`src/inc/mic_pkg.sv`:
```
/*
 Constants for the processor interrupt controller: register addresses,
 bit positions, source indices in polling order and vector addresses.
 Assumes an 8-bit special register port driven by the processor core.
*/
`default_nettype none
package mic_pkg;
    localparam int NSRC = 11;
    localparam int LVLS = 4;
    localparam logic [7:0] BYTE_ZERO = 8'h00;
    // Register addresses
    localparam logic [7:0] A_TIMER_CTRL = 8'h88;
    localparam logic [7:0] A_EN_THIRD   = 8'h9A;
    localparam logic [7:0] A_EN_FIRST   = 8'hA8;
    localparam logic [7:0] A_PRIO_LOW   = 8'hA9;
    localparam logic [7:0] A_EN_SECOND  = 8'hB8;
    localparam logic [7:0] A_PRIO_HIGH  = 8'hB9;
    localparam logic [7:0] A_REQ_FLAGS  = 8'hC0;
    localparam logic [7:0] A_POL_CTRL   = 8'hC8;
    localparam logic [7:0] A_SUB_FLAG_A = 8'hE8;
    localparam logic [7:0] A_SUB_FLAG_B = 8'hF8;
    // Implemented bits per register
    localparam logic [7:0] M_EN_FIRST  = 8'h9F;
    localparam logic [7:0] M_EN_SECOND = 8'h3E;
    localparam logic [7:0] M_EN_THIRD  = 8'h01;
    localparam logic [7:0] M_POL       = 8'h60;
    localparam logic [7:0] M_SUB_A     = 8'hF7;
    localparam logic [7:0] M_SUB_B     = 8'hE0;
    localparam logic [7:0] M_PRIO      = 8'h3F;
    // Timer control bits
    localparam int B_T1_FLAG = 7;
    localparam int B_T1_RUN  = 6;
    localparam int B_T0_FLAG = 5;
    localparam int B_T0_RUN  = 4;
    localparam int B_X1_FLAG = 3;
    localparam int B_X1_TYPE = 2;
    localparam int B_X0_FLAG = 1;
    localparam int B_X0_TYPE = 0;
    // First enable bits; B_EN_S1 is bit 0 of the third enable
    localparam int B_GLOBAL = 7;
    localparam int B_EN_S0  = 4;
    localparam int B_EN_T1  = 3;
    localparam int B_EN_X1  = 2;
    localparam int B_EN_T0  = 1;
    localparam int B_EN_X0  = 0;
    localparam int B_EN_S1  = 0;
    // External 2..6 bits in second enable and request flags
    localparam int B_X2 = 1;
    localparam int B_X3 = 2;
    localparam int B_X4 = 3;
    localparam int B_X5 = 4;
    localparam int B_X6 = 5;
    // Polarity bits
    localparam int B_X3_POL = 6;
    localparam int B_X2_POL = 5;
    // Sub-flag bits
    localparam int B_XFER  = 0;
    localparam int B_SEC   = 1;
    localparam int B_MIN   = 2;
    localparam int B_TEMP  = 4;
    localparam int B_YPULS = 5;
    localparam int B_XPULS = 6;
    localparam int B_EEDON = 7;
    localparam int B_VPULS = 5;
    localparam int B_WPULS = 6;
    localparam int B_SPI   = 7;
    // Sub-flag groups per core line
    localparam logic [7:0] G2_A = 8'h60;
    localparam logic [7:0] G2_B = 8'h60;
    localparam logic [7:0] G5_A = 8'h80;
    localparam logic [7:0] G5_B = 8'h80;
    localparam logic [7:0] G6_A = 8'h17;
    localparam logic [7:0] G6_B = 8'h00;
    // Sources in polling order; group is index / 2
    localparam logic [3:0] S_X0 = 4'h0;
    localparam logic [3:0] S_S1 = 4'h1;
    localparam logic [3:0] S_T0 = 4'h2;
    localparam logic [3:0] S_X2 = 4'h3;
    localparam logic [3:0] S_X1 = 4'h4;
    localparam logic [3:0] S_X3 = 4'h5;
    localparam logic [3:0] S_T1 = 4'h6;
    localparam logic [3:0] S_X4 = 4'h7;
    localparam logic [3:0] S_S0 = 4'h8;
    localparam logic [3:0] S_X5 = 4'h9;
    localparam logic [3:0] S_X6 = 4'hA;
    localparam logic [15:0] VEC_TABLE [NSRC] = '{
        16'h0003, 16'h0083, 16'h000B, 16'h004B, 16'h0013, 16'h0053,
        16'h001B, 16'h005B, 16'h0023, 16'h0063, 16'h006B};
endpackage
`default_nettype wire

```
`src/rtl/mic_top.sv`:
```
/*
 Interrupt controller of the 8-bit processor: flags, enables, trigger
 selection, priority polling, vectoring and nesting.
 Assumes the core gives machine-cycle and instruction-end pulses, flags
 RETI, and acknowledges the vector call; peripherals share clk_in.
*/
// Operation
// - Eleven sources in six groups, each group assignable to one of four priority levels.
// - Global enable at zero blocks every interrupt.
// - Only a strictly higher level preempts a running service.
// - RETI ends the active service level.
// - Flags set on their condition regardless of enables.
// - Flags sampled once per machine cycle, then the samples polled.
// - Pending enabled request forces a call to its vector next instruction.
// - No acknowledge during RETI or writes to enable or priority registers.
// - First enable: global bit 7, serial 0, timer 1, ext 1, timer 0, ext 0.
// - Second enable: external 6 down to 2 at bits 5 to 1.
// - Third enable bit 0 enables serial channel 1.
// - Timer control holds timer and external 0/1 flags.
// - Type bits: 0 low level, 1 falling edge for external 0/1.
// - Polarity bits for external 3 and 2: 0 falling, 1 rising.
// - Request register holds external 6 to 2 flags at bits 5 to 1.
// - Timer flags cleared on entry with active-high acknowledge pulses.
// - External 0 to 6 flags clear on vectoring.
// - External 5 and 6 fire on rising edges of their sub-flag lines.
// - External 2 from pulse events, external 3 from engine busy.
// - External 4 fires when the supply status field changes.
// - External 5 and 6 combine busy falls with serial, clock and temperature events.
// - Group level is one bit from each priority register.
// - Equal levels resolved by fixed polling order.
// - Sub-flags clear only on a written zero.
// - Each source calls its own fixed vector address.
`timescale 1ns/10ps
`default_nettype none
module mic_top (
    // Clock and reset
    input  wire logic               clk_in,
    input  wire logic               rst_b_in,
    // Register port
    input  wire logic [7:0]         sfr_addr_in,
    input  wire logic               sfr_wr_in,
    input  wire logic               sfr_rd_in,
    input  wire logic [7:0]         sfr_wdata_in,
    output logic      [7:0]         sfr_rdata_out,
    // Core handshake
    input  wire logic               machine_cycle_in,
    input  wire logic               instr_end_in,
    input  wire logic               reti_in,
    input  wire logic               lcall_ack_in,
    output logic                    lcall_req_out,
    output logic      [15:0]        lcall_vector_out,
    output logic      [3:0]         irq_source_out,
    output logic                    timer_zero_service_ack_out,
    output logic                    timer_one_service_ack_out,
    output logic      [1:0]         timer_run_out,
    // Internal sources
    input  wire logic               timer_zero_overflow_in,
    input  wire logic               timer_one_overflow_in,
    input  wire logic               serial_zero_request_in,
    input  wire logic               serial_one_request_in,
    // External pins
    input  wire logic               ext_zero_pin_in,
    input  wire logic               ext_one_pin_in,
    // Peripheral events
    input  wire logic               x_pulse_in,
    input  wire logic               y_pulse_in,
    input  wire logic               w_pulse_in,
    input  wire logic               v_pulse_in,
    input  wire logic               ce_busy_in,
    input  wire logic [2:0]         supply_status_field_in,
    input  wire logic               eeprom_busy_in,
    input  wire logic               serial_port_event_in,
    input  wire logic               transfer_busy_signal_in,
    input  wire logic               clock_second_tick_in,
    input  wire logic               clock_minute_tick_in,
    input  wire logic               temperature_event_in,
    input  wire logic [7:0]         sub_enable_a_in,
    input  wire logic [7:0]         sub_enable_b_in
);
    import mic_pkg::*;

    typedef struct packed {
        logic [7:0]  tmr_ctl;
        logic [7:0]  en_a;
        logic [7:0]  en_b;
        logic [7:0]  en_c;
        logic [7:0]  prio_lo;
        logic [7:0]  prio_hi;
        logic [7:0]  pol;
        logic [7:0]  xreq;
        logic [7:0]  sub_a;
        logic [7:0]  sub_b;
        logic [1:0]  pin_m;
        logic [1:0]  pin_s;
        logic [1:0]  pin_p;
        logic        int2_p;
        logic        busy_p;
        logic        int5_p;
        logic        int6_p;
        logic [2:0]  vst_p;
        logic        ee_p;
        logic        spi_p;
        logic        xfer_p;
        logic [10:0] smp;
        logic        blk;
        logic [3:0]  act;
        logic        req;
        logic [3:0]  src;
        logic [15:0] vec;
        logic        ack0;
        logic        ack1;
        logic [7:0]  rdata;
    } mic_state_t;

    mic_state_t s;
    mic_state_t n;

    function automatic logic hit(input logic en, input logic [7:0] a, input logic [7:0] b);
        return en && (a == b);
    endfunction

    function automatic logic [1:0] lvl_of(input logic [7:0] lo, input logic [7:0] hi, input int i);
        return {hi[i / 2], lo[i / 2]};
    endfunction

    function automatic logic [2:0] top_act(input logic [3:0] a);
        logic [2:0] r;
        r = 3'h0;
        for (int k = 0; k < LVLS; k++) begin
            if (a[k]) begin
                r = {1'b1, 2'(k)};
            end
        end
        return r;
    endfunction

    logic [1:0]  fall01;
    logic        line2;
    logic        line5;
    logic        line6;
    logic [10:0] pend;
    logic [10:0] ens;
    logic        found;
    logic [3:0]  best;
    logic [1:0]  best_lvl;
    logic [2:0]  cur;
    logic        blk_now;
    logic        vect;

    always_comb begin
        n = s;
        n.ack0 = 1'b0;
        n.ack1 = 1'b0;
        // Pin synchronisers
        n.pin_m = {ext_one_pin_in, ext_zero_pin_in};
        n.pin_s = s.pin_m;
        n.pin_p = s.pin_s;
        fall01 = s.pin_p & ~s.pin_s;
        // Core lines from sub-sources
        line2 = |(s.sub_a & sub_enable_a_in & G2_A) | |(s.sub_b & sub_enable_b_in & G2_B);
        line5 = |(s.sub_a & sub_enable_a_in & G5_A) | |(s.sub_b & sub_enable_b_in & G5_B);
        line6 = |(s.sub_a & sub_enable_a_in & G6_A) | |(s.sub_b & sub_enable_b_in & G6_B);
        n.int2_p = line2;
        n.int5_p = line5;
        n.int6_p = line6;
        n.busy_p = ce_busy_in;
        n.vst_p = supply_status_field_in;
        n.ee_p = eeprom_busy_in;
        n.xfer_p = transfer_busy_signal_in;
        n.spi_p = serial_port_event_in;

        // Software writes
        if (hit(sfr_wr_in, sfr_addr_in, A_TIMER_CTRL)) begin
            n.tmr_ctl = sfr_wdata_in;
        end
        if (hit(sfr_wr_in, sfr_addr_in, A_EN_FIRST)) begin
            n.en_a = sfr_wdata_in & M_EN_FIRST;
        end
        if (hit(sfr_wr_in, sfr_addr_in, A_EN_SECOND)) begin
            n.en_b = sfr_wdata_in & M_EN_SECOND;
        end
        if (hit(sfr_wr_in, sfr_addr_in, A_EN_THIRD)) begin
            n.en_c = sfr_wdata_in & M_EN_THIRD;
        end
        if (hit(sfr_wr_in, sfr_addr_in, A_PRIO_LOW)) begin
            n.prio_lo = sfr_wdata_in & M_PRIO;
        end
        if (hit(sfr_wr_in, sfr_addr_in, A_PRIO_HIGH)) begin
            n.prio_hi = sfr_wdata_in & M_PRIO;
        end
        if (hit(sfr_wr_in, sfr_addr_in, A_POL_CTRL)) begin
            n.pol = sfr_wdata_in & M_POL;
        end
        if (hit(sfr_wr_in, sfr_addr_in, A_REQ_FLAGS)) begin
            n.xreq = sfr_wdata_in & M_EN_SECOND;
        end
        if (hit(sfr_wr_in, sfr_addr_in, A_SUB_FLAG_A)) begin
            n.sub_a = s.sub_a & sfr_wdata_in;
        end
        if (hit(sfr_wr_in, sfr_addr_in, A_SUB_FLAG_B)) begin
            n.sub_b = s.sub_b & sfr_wdata_in;
        end

        // Vectoring: clear flags, enter level
        vect = lcall_ack_in && s.req;
        if (vect) begin
            n.req = 1'b0;
            n.act[lvl_of(s.prio_lo, s.prio_hi, int'(s.src))] = 1'b1;
            case (s.src)
                S_X0: n.tmr_ctl[B_X0_FLAG] = 1'b0;
                S_X1: n.tmr_ctl[B_X1_FLAG] = 1'b0;
                S_T0: begin
                    n.tmr_ctl[B_T0_FLAG] = 1'b0;
                    n.ack0 = 1'b1;
                end
                S_T1: begin
                    n.tmr_ctl[B_T1_FLAG] = 1'b0;
                    n.ack1 = 1'b1;
                end
                S_X2: n.xreq[B_X2] = 1'b0;
                S_X3: n.xreq[B_X3] = 1'b0;
                S_X4: n.xreq[B_X4] = 1'b0;
                S_X5: n.xreq[B_X5] = 1'b0;
                S_X6: n.xreq[B_X6] = 1'b0;
                default: ;
            endcase
        end

        // Hardware sets win over clears
        if (s.tmr_ctl[B_X0_TYPE] ? fall01[0] : ~s.pin_s[0]) begin
            n.tmr_ctl[B_X0_FLAG] = 1'b1;
        end
        if (s.tmr_ctl[B_X1_TYPE] ? fall01[1] : ~s.pin_s[1]) begin
            n.tmr_ctl[B_X1_FLAG] = 1'b1;
        end
        if (timer_zero_overflow_in) begin
            n.tmr_ctl[B_T0_FLAG] = 1'b1;
        end
        if (timer_one_overflow_in) begin
            n.tmr_ctl[B_T1_FLAG] = 1'b1;
        end
        // Sub-source flags
        if (x_pulse_in) begin
            n.sub_a[B_XPULS] = 1'b1;
        end
        if (y_pulse_in) begin
            n.sub_a[B_YPULS] = 1'b1;
        end
        if (w_pulse_in) begin
            n.sub_b[B_WPULS] = 1'b1;
        end
        if (v_pulse_in) begin
            n.sub_b[B_VPULS] = 1'b1;
        end
        if (~eeprom_busy_in & s.ee_p) begin
            n.sub_a[B_EEDON] = 1'b1;
        end
        if (serial_port_event_in & ~s.spi_p) begin
            n.sub_b[B_SPI] = 1'b1;
        end
        if (~transfer_busy_signal_in & s.xfer_p) begin
            n.sub_a[B_XFER] = 1'b1;
        end
        if (clock_second_tick_in) begin
            n.sub_a[B_SEC] = 1'b1;
        end
        if (clock_minute_tick_in) begin
            n.sub_a[B_MIN] = 1'b1;
        end
        if (temperature_event_in) begin
            n.sub_a[B_TEMP] = 1'b1;
        end
        // Core lines 2 to 6
        if (s.pol[B_X2_POL] ? (line2 & ~s.int2_p) : (~line2 & s.int2_p)) begin
            n.xreq[B_X2] = 1'b1;
        end
        if (s.pol[B_X3_POL] ? (ce_busy_in & ~s.busy_p) : (~ce_busy_in & s.busy_p)) begin
            n.xreq[B_X3] = 1'b1;
        end
        if (supply_status_field_in != s.vst_p) begin
            n.xreq[B_X4] = 1'b1;
        end
        if (line5 & ~s.int5_p) begin
            n.xreq[B_X5] = 1'b1;
        end
        if (line6 & ~s.int6_p) begin
            n.xreq[B_X6] = 1'b1;
        end

        // Sample flags once per machine cycle
        pend = {s.xreq[B_X6], s.xreq[B_X5], serial_zero_request_in, s.xreq[B_X4],
                s.tmr_ctl[B_T1_FLAG], s.xreq[B_X3], s.tmr_ctl[B_X1_FLAG], s.xreq[B_X2],
                s.tmr_ctl[B_T0_FLAG], serial_one_request_in, s.tmr_ctl[B_X0_FLAG]};
        if (machine_cycle_in) begin
            n.smp = pend;
        end
        if (vect) begin
            n.smp[s.src] = 1'b0;
        end
        ens = {s.en_b[B_X6], s.en_b[B_X5], s.en_a[B_EN_S0], s.en_b[B_X4],
               s.en_a[B_EN_T1], s.en_b[B_X3], s.en_a[B_EN_X1], s.en_b[B_X2],
               s.en_a[B_EN_T0], s.en_c[B_EN_S1], s.en_a[B_EN_X0]};

        // Poll samples; equal level keeps lower index
        found = 1'b0;
        best = 4'h0;
        best_lvl = 2'h0;
        for (int i = 0; i < NSRC; i++) begin
            if (s.smp[i] && ens[i] && (!found || lvl_of(s.prio_lo, s.prio_hi, i) > best_lvl)) begin
                found = 1'b1;
                best = 4'(i);
                best_lvl = lvl_of(s.prio_lo, s.prio_hi, i);
            end
        end
        cur = top_act(s.act);

        // Acknowledge at instruction end
        blk_now = s.blk | reti_in
                | hit(sfr_wr_in, sfr_addr_in, A_EN_FIRST)
                | hit(sfr_wr_in, sfr_addr_in, A_EN_SECOND)
                | hit(sfr_wr_in, sfr_addr_in, A_EN_THIRD)
                | hit(sfr_wr_in, sfr_addr_in, A_PRIO_LOW)
                | hit(sfr_wr_in, sfr_addr_in, A_PRIO_HIGH);
        n.blk = blk_now;
        if (instr_end_in) begin
            n.blk = 1'b0;
            if (found && s.en_a[B_GLOBAL] && !blk_now && !s.req && !vect
                && (!cur[2] || best_lvl > cur[1:0])) begin
                n.req = 1'b1;
                n.src = best;
                n.vec = VEC_TABLE[best];
            end
        end

        // Return from service
        if (reti_in && cur[2]) begin
            n.act[cur[1:0]] = 1'b0;
        end

        // Register reads
        n.rdata = BYTE_ZERO;
        if (sfr_rd_in) begin
            case (sfr_addr_in)
                A_TIMER_CTRL: n.rdata = s.tmr_ctl;
                A_EN_FIRST:   n.rdata = s.en_a;
                A_EN_SECOND:  n.rdata = s.en_b;
                A_EN_THIRD:   n.rdata = s.en_c;
                A_PRIO_LOW:   n.rdata = s.prio_lo;
                A_PRIO_HIGH:  n.rdata = s.prio_hi;
                A_POL_CTRL:   n.rdata = s.pol;
                A_REQ_FLAGS:  n.rdata = s.xreq;
                A_SUB_FLAG_A: n.rdata = s.sub_a & M_SUB_A;
                A_SUB_FLAG_B: n.rdata = s.sub_b & M_SUB_B;
                default:      n.rdata = BYTE_ZERO;
            endcase
        end
        n.sub_a = n.sub_a & M_SUB_A;
        n.sub_b = n.sub_b & M_SUB_B;
    end

    always_ff @(posedge clk_in) begin
        if (!rst_b_in) begin
            s <= '0;
            s.pin_m <= '1;
            s.pin_s <= '1;
            s.pin_p <= '1;
        end else begin
            s <= n;
        end
    end

    assign sfr_rdata_out = s.rdata;
    assign lcall_req_out = s.req;
    assign lcall_vector_out = s.vec;
    assign irq_source_out = s.src;
    assign timer_zero_service_ack_out = s.ack0;
    assign timer_one_service_ack_out = s.ack1;
    assign timer_run_out = {s.tmr_ctl[B_T1_RUN], s.tmr_ctl[B_T0_RUN]};
endmodule
`default_nettype wire

```
`config.mk`:
```
export PLATFORM = sky130hd
export DESIGN_NAME = mic_top
export DESIGN_NICKNAME = d
export VERILOG_FILES = /design/src/inc/mic_pkg.sv /design/src/rtl/mic_top.sv
export SDC_FILE = /design/constraint.sdc
export NUM_CORES = 1
export LEC_CHECK = 0
export BUFFER_PORTS_ARGS = -buffer_cell sky130_fd_sc_hd__clkbuf_2
export CAP_MARGIN = 20
export CORE_MARGIN = 10
export CORE_UTILIZATION = 50
export CTS_CLUSTER_SIZE = 20
export DETAILED_ROUTE_END_ITERATION = 12
export GPL_TIMING_DRIVEN = 0
export PLACE_DENSITY = 0.72
export SLEW_MARGIN = 25
export SYNTH_ARGS = -nofsm -noshare
export SYNTH_HDL_FRONTEND = slang
export SYNTH_SLANG_ARGS = --single-unit
export TNS_END_PERCENT = 100
```
`constraint.sdc`:
```
create_clock -name clk_in -period 35.9 [get_ports clk_in]
set_input_delay 0 -clock clk_in [delete_from_list [all_inputs] [get_ports clk_in]]
set_output_delay 0 -clock clk_in [all_outputs]
set_load 0.02 [all_outputs]
```
# Word-level counts from Yosys, hierarchy flattened
# Memory sizes are Yosys's and may differ from the RTL's.
# Cells that the tools add are included.
# op_classes
muxes,98
order_cmp,19
n_reduce_logical,84
n_eq_ne,19
n_bitwise,41
# ops
op,n
== test 8 bit (second input constant),10
one-hot mux 8 bit (10 select lines),1
2-to-1 mux 1 bit,55
2-to-1 mux 21 bit,2
logical AND 1 bit,41
2-to-1 mux 4 bit,10
AND 8 bit,4
2-to-1 mux 16 bit,2
2-to-1 mux 8 bit,3
> comparator 2 bit,11
2-to-1 mux 11 bit,2
2-to-1 mux 2 bit,11
nonzero test 2 bit,10
== test 4 x 3 -> 1 bit (second input constant),4
zero test 1 bit,14
2-to-1 mux 3 bit,4
inverter 1 bit,12
AND 11 bit,1
logical OR 1 bit,11
inverter 11 bit,1
2-to-1 mux 5 bit,2
AND 1 bit,9
== test 4 x 2 -> 1 bit (second input constant),2
== test 4 bit (second input constant),2
other kinds (22),37
# totals
reg_bits,118
romBits,256
n_memories,1
# memory_table
memory,words,word_bits,read_ports,rd_ports_with_merged_regs,wr,line_no,rtl
(name not given),16,16,1,0,0,mic_top.sv:331,n.vec = VEC_TABLE[best];

# Longest topological paths before layout
# depth
ltp_word,49
ltp_mapped,64
mapped_depth_nobuf,62

# Least setup slack after synthesis
# OpenSTA, ideal clock, no wires.
# synth_timing
kind,register to register
startpoint,register s[36] in the netlist's numbering
endpoint,register s (netlist bit lcall_vector_out[7])
arrival_time_ps,11774
stages_incl_launch_ff,61
slack_ps,24034
required_ps,35808
synth_period_minus_slack_ps,11866
setup_ps,92
cell_sequence,dfxtp_1 a22o_2 nand2_1 inv_1 ha_1 or3b_1 a211oi_4 o32ai_1 ha_1 nor2_1 maj3_1 o21ai_0 mux2_2 ha_1 nor2_1 o311ai_1 o21ai_0 o31ai_1 [... 25 more ...] a211oi_1 a21oi_2 mux2i_1 ha_1 nor2b_1 o21ai_0 a21o_1 buf_6 nand2_1 o221ai_1 ha_1 nand2_1 o21ai_0 a21oi_1 o211a_1 clkbuf_1 nand3_1 o32ai_1
# synth_via
elab_chain_cells,48
word_cells_on_any_way,85
cone_classes,order compare (11); mux (34); bitwise (1); reduce/logical (38); memory (1)
# synth_lines
element,line_no,rtl
"start, declared",mic_top.sv:115,mic_state_t s;
"start signal, assigned",mic_top.sv:368,s <= n;
logical AND 1 bit *,mic_top.sv:309,"if (s.smp[i] && ens[i] && (!found || lvl_of(s.prio_lo, s.prio_hi, i) > best_lvl)) begin"
"parallel branches: the longest is 47 deep, another holds > comparator 2 bit",-,
# Every way passes the cells marked *. The select of a mux whose other input is x is not followed.
# A chain may end at the register's enable or synchronous reset.

# Worst setup path in the final report
# layout_timing
startpoint,register s (netlist bit ens[0])
endpoint,register s (netlist bit lcall_vector_out[7])
# The elaborated chain is that of the path after synthesis.

==> results.cfg <==
[status]
status = finished, violations left
violations = hold timing

[timing]
finalHoldViolations = 1
period_share_pct = 38.3
hold_ws_ns = -0.000280
setup_slack_ns = 22.16
max-slew-margin-rel_pct = 40.3
final_max_slew_viol_count = 0
fin_skew_ns = 0.0158
tns_ns = 0
fmax_ghz = 0.0728
tightest_slew_ns = 0.888
fin_crit_ns = 13.74
finalSetupViolations = 0
rsz0062_at_grt = no

[placed_design]
dpl_cell_area_um2 = 6070
dp_cells = 882
place.gp.congestion = 0.902
place_ws_ns = 22.40
port_buffers = 74
hpwl_mm = 13.2

[routing]
drc = 0
drtIter0Drc = 557
via_per_inst = 5.93
post_drt_wl_per_cell_um = 18.8
routed_wl_mm = 17.6
dr.pass1.iters = 6
ant_nets = 0
via_count = 5556

[clock_tree]
clockBufferDepth = 2
worstSkewPairLatency_ns = 0.38
cts-root-buf = clkbuf_8
clk_pin_slew_ns = 0.10
ctsResizeCount = 0
cts_buffers = 9
clock-sinks = 100
cts_tree = done
htree_levels = 3

[grt]
grt_max_degree = 19
grt_pass1_vias = 5305
overflow = 0
grt_pass1_wl_mm = 28.0
gr-usage-all-layers_pct = 21.7
antenna_found_initial = 0

[layout]
drive_gt1_share_pct = 18.8
diodes = 0
fillCellCount = 916
stdcell_area_um2 = 6670
fin_nets = 866
area_growth_pct = 21.6
final_util_pct = 61.8
layout.cells.non_filler = 937

[floorplan]
die_h_um = 125
dieWidth_um = 125
core_area_um2 = 10800
rows = 38
start_util_pct = 50.8
fp.dieArea_um2 = 15600
io_pins = 93

[worst_setup_path]
critPathArrivalTime_ns = 14.02
crit_path_start_kind = flop
cp_common_cell = ha_1
critical_path.endpoint_type = flop
critPathMaxStageDelay_ns = 0.48
slowest_stage = dfxtp_1
cp.required_ns = 36.18
critPathKind = flop to flop
critPathTopFamily = compound AO/OA/AOI/OAI gates
crit_fanout = 10
crit_buf_inv = 3

[yosys]
avgSynthCellArea_um2 = 8.31
synth_cell_types = 80
ys_ff_latch = 100
synth_edf_count = 0
synth-async-reset-ratio_pct = 0
netlist_instances = 660
syn-cell-area_um2 = 5490
ys_warn_count = 0
synth-main-ff-cell = dfxtp_1
ys_seq_area_share_pct = 36.5

[power_and_ir_drop]
power.leakage_nw = 2.67
power-per-cell-area_nw_per_um2 = 32.0
power_mw = 0.213
ir_drop_v = 0.0000376

[job]
drv_cap = 0

[min_path]
hp-class = input port to flop
cells by family after synthesis:
logic type / after synthesis / synth area share, %
AO/OA/AOI/OAI: 188 / 23.9
XOR/XNOR: 3 / 0.479
adder cells (fa/ha/maj): 16 / 3.56
buffers and inverters: 85 / 8.16
flip-flops: 100 / 36.5
multiplexers: 37 / 6.84
other: 1 / 0.0683
AND/OR/NAND/NOR: 230 / 20.5
per-layer routing:
layer	track usage, %	wire length (µm)	up-vias
li1	-	-	2629
met1	27.6	7500	2620
met2	34.7	8180	264
met3	5.36	1450	43
met4	8.09	522	0
met5	0	0	-
state kept, by name (all words and copies together), names as in the netlist, 2 cells and up:
| name | cells |
|---|---|
| ens | 11 |
| irq_source_out | 3 |
| lcall_vector_out | 5 |
| n | 4 |
| pend | 9 |
| s | 55 |
| sfr_rdata_out | 8 |
| timer_run_out | 2 |
synth_stat cells (all sizes together) (5+ instances only):
library cell / number / share of area [%]
inv: 26 / 1.8
ha: 14 / 3.2
a31oi: 8 / 1.0
nor2: 52 / 3.6
a21oi: 59 / 5.5
nor3: 15 / 1.4
nand2b: 14 / 1.6
o211ai: 6 / 0.82
o21a: 7 / 0.96
nand2: 72 / 4.9
buf: 36 / 4.8
o31ai: 5 / 0.68
a222oi: 10 / 1.8
dfxtp: 100 / 36
o21ai: 29 / 2.6
a211oi: 8 / 1.4
nand3: 35 / 3.2
clkbuf: 23 / 1.6
a22o: 5 / 1.1
and2: 12 / 1.4
a22oi: 13 / 1.8
nor2b: 11 / 1.3
mux2i: 33 / 6.0
path summary, 6_finish.rpt:
path | start | endpoint | slack (ns) | cells after the start
min reg2reg | n[59] | n[57] | 0.42 | 1
max reg2reg | ens[0] | lcall_vector_out[7] | 22.16 | 60
min | machine_cycle_in | s[37] | -0.0003 | 3
max | ens[0] | lcall_vector_out[7] | 22.16 | 60
worst reg2reg max path: cells and delay by family, from the launching register on:
family,cells,cell delay (ns)
simple gates,16,2.26
fa+ha+maj,11,3.24
flops,1,0.48
compound gates,26,5.65
buf+inv,3,0.56
mux,4,1.44
cell type report:
type                            instances  area (µm²)  share of cell area, %
Multi-Input combinational cell        483        3070                   46.1
Sequential cell                       100        2000                   30.0
Timing Repair Buffer                  113         761                   11.4
Buffer                                 59         350                   5.25
Tap cell                              140         175                   2.63
Clock buffer                           10         128                   1.91
Inverter                               26        97.6                   1.46
Clock inverter                          6        81.3                   1.22
report_power, final:
part | total (mW) | leakage [nW] | switching, mW | internal, mW
combinational | 0.0203 | 1.75 | 0.0107 | 0.00962
sequential | 0.116 | 0.816 | 0.00240 | 0.114
clock | 0.0763 | 0.104 | 0.0426 | 0.0336
placed cells by master, fill, tap and decap left out, types with 3 or more instances in the layout:
master | Yosys | layout
dfxtp_1 | 100 | 100
conb_1 | 1 | 9
o211ai_1 | 6 | 6
nor2_1 | 52 | 52
xor2_1 | 3 | 3
and2_1 | 10 | 10
a211oi_1 | 6 | 6
nand3_1 | 35 | 35
a22oi_1 | 13 | 13
dlygate4sd3_1 | 0 | 39
a31oi_1 | 7 | 7
nor3_1 | 15 | 15
nor2b_1 | 11 | 11
inv_1 | 24 | 24
o32ai_1 | 3 | 3
o22ai_1 | 4 | 4
mux2_2 | 4 | 4
nand2b_1 | 14 | 14
o21a_1 | 7 | 7
clkbuf_2 | 0 | 74
mux2i_1 | 33 | 33
nand2_1 | 72 | 72
ha_1 | 14 | 14
o21ai_0 | 28 | 28
buf_4 | 32 | 32
clkbuf_8 | 0 | 9
a21oi_1 | 58 | 58
o31ai_1 | 5 | 5
a222oi_1 | 10 | 10
a221oi_1 | 3 | 3
clkbuf_1 | 23 | 24
repair_timing:
action | CTS | global route
hold buffers | 39 | 0
hold endpoints to repair | 55 | 0
buffers inserted | 0 | 0
Power figures use the tool's default switching activity.
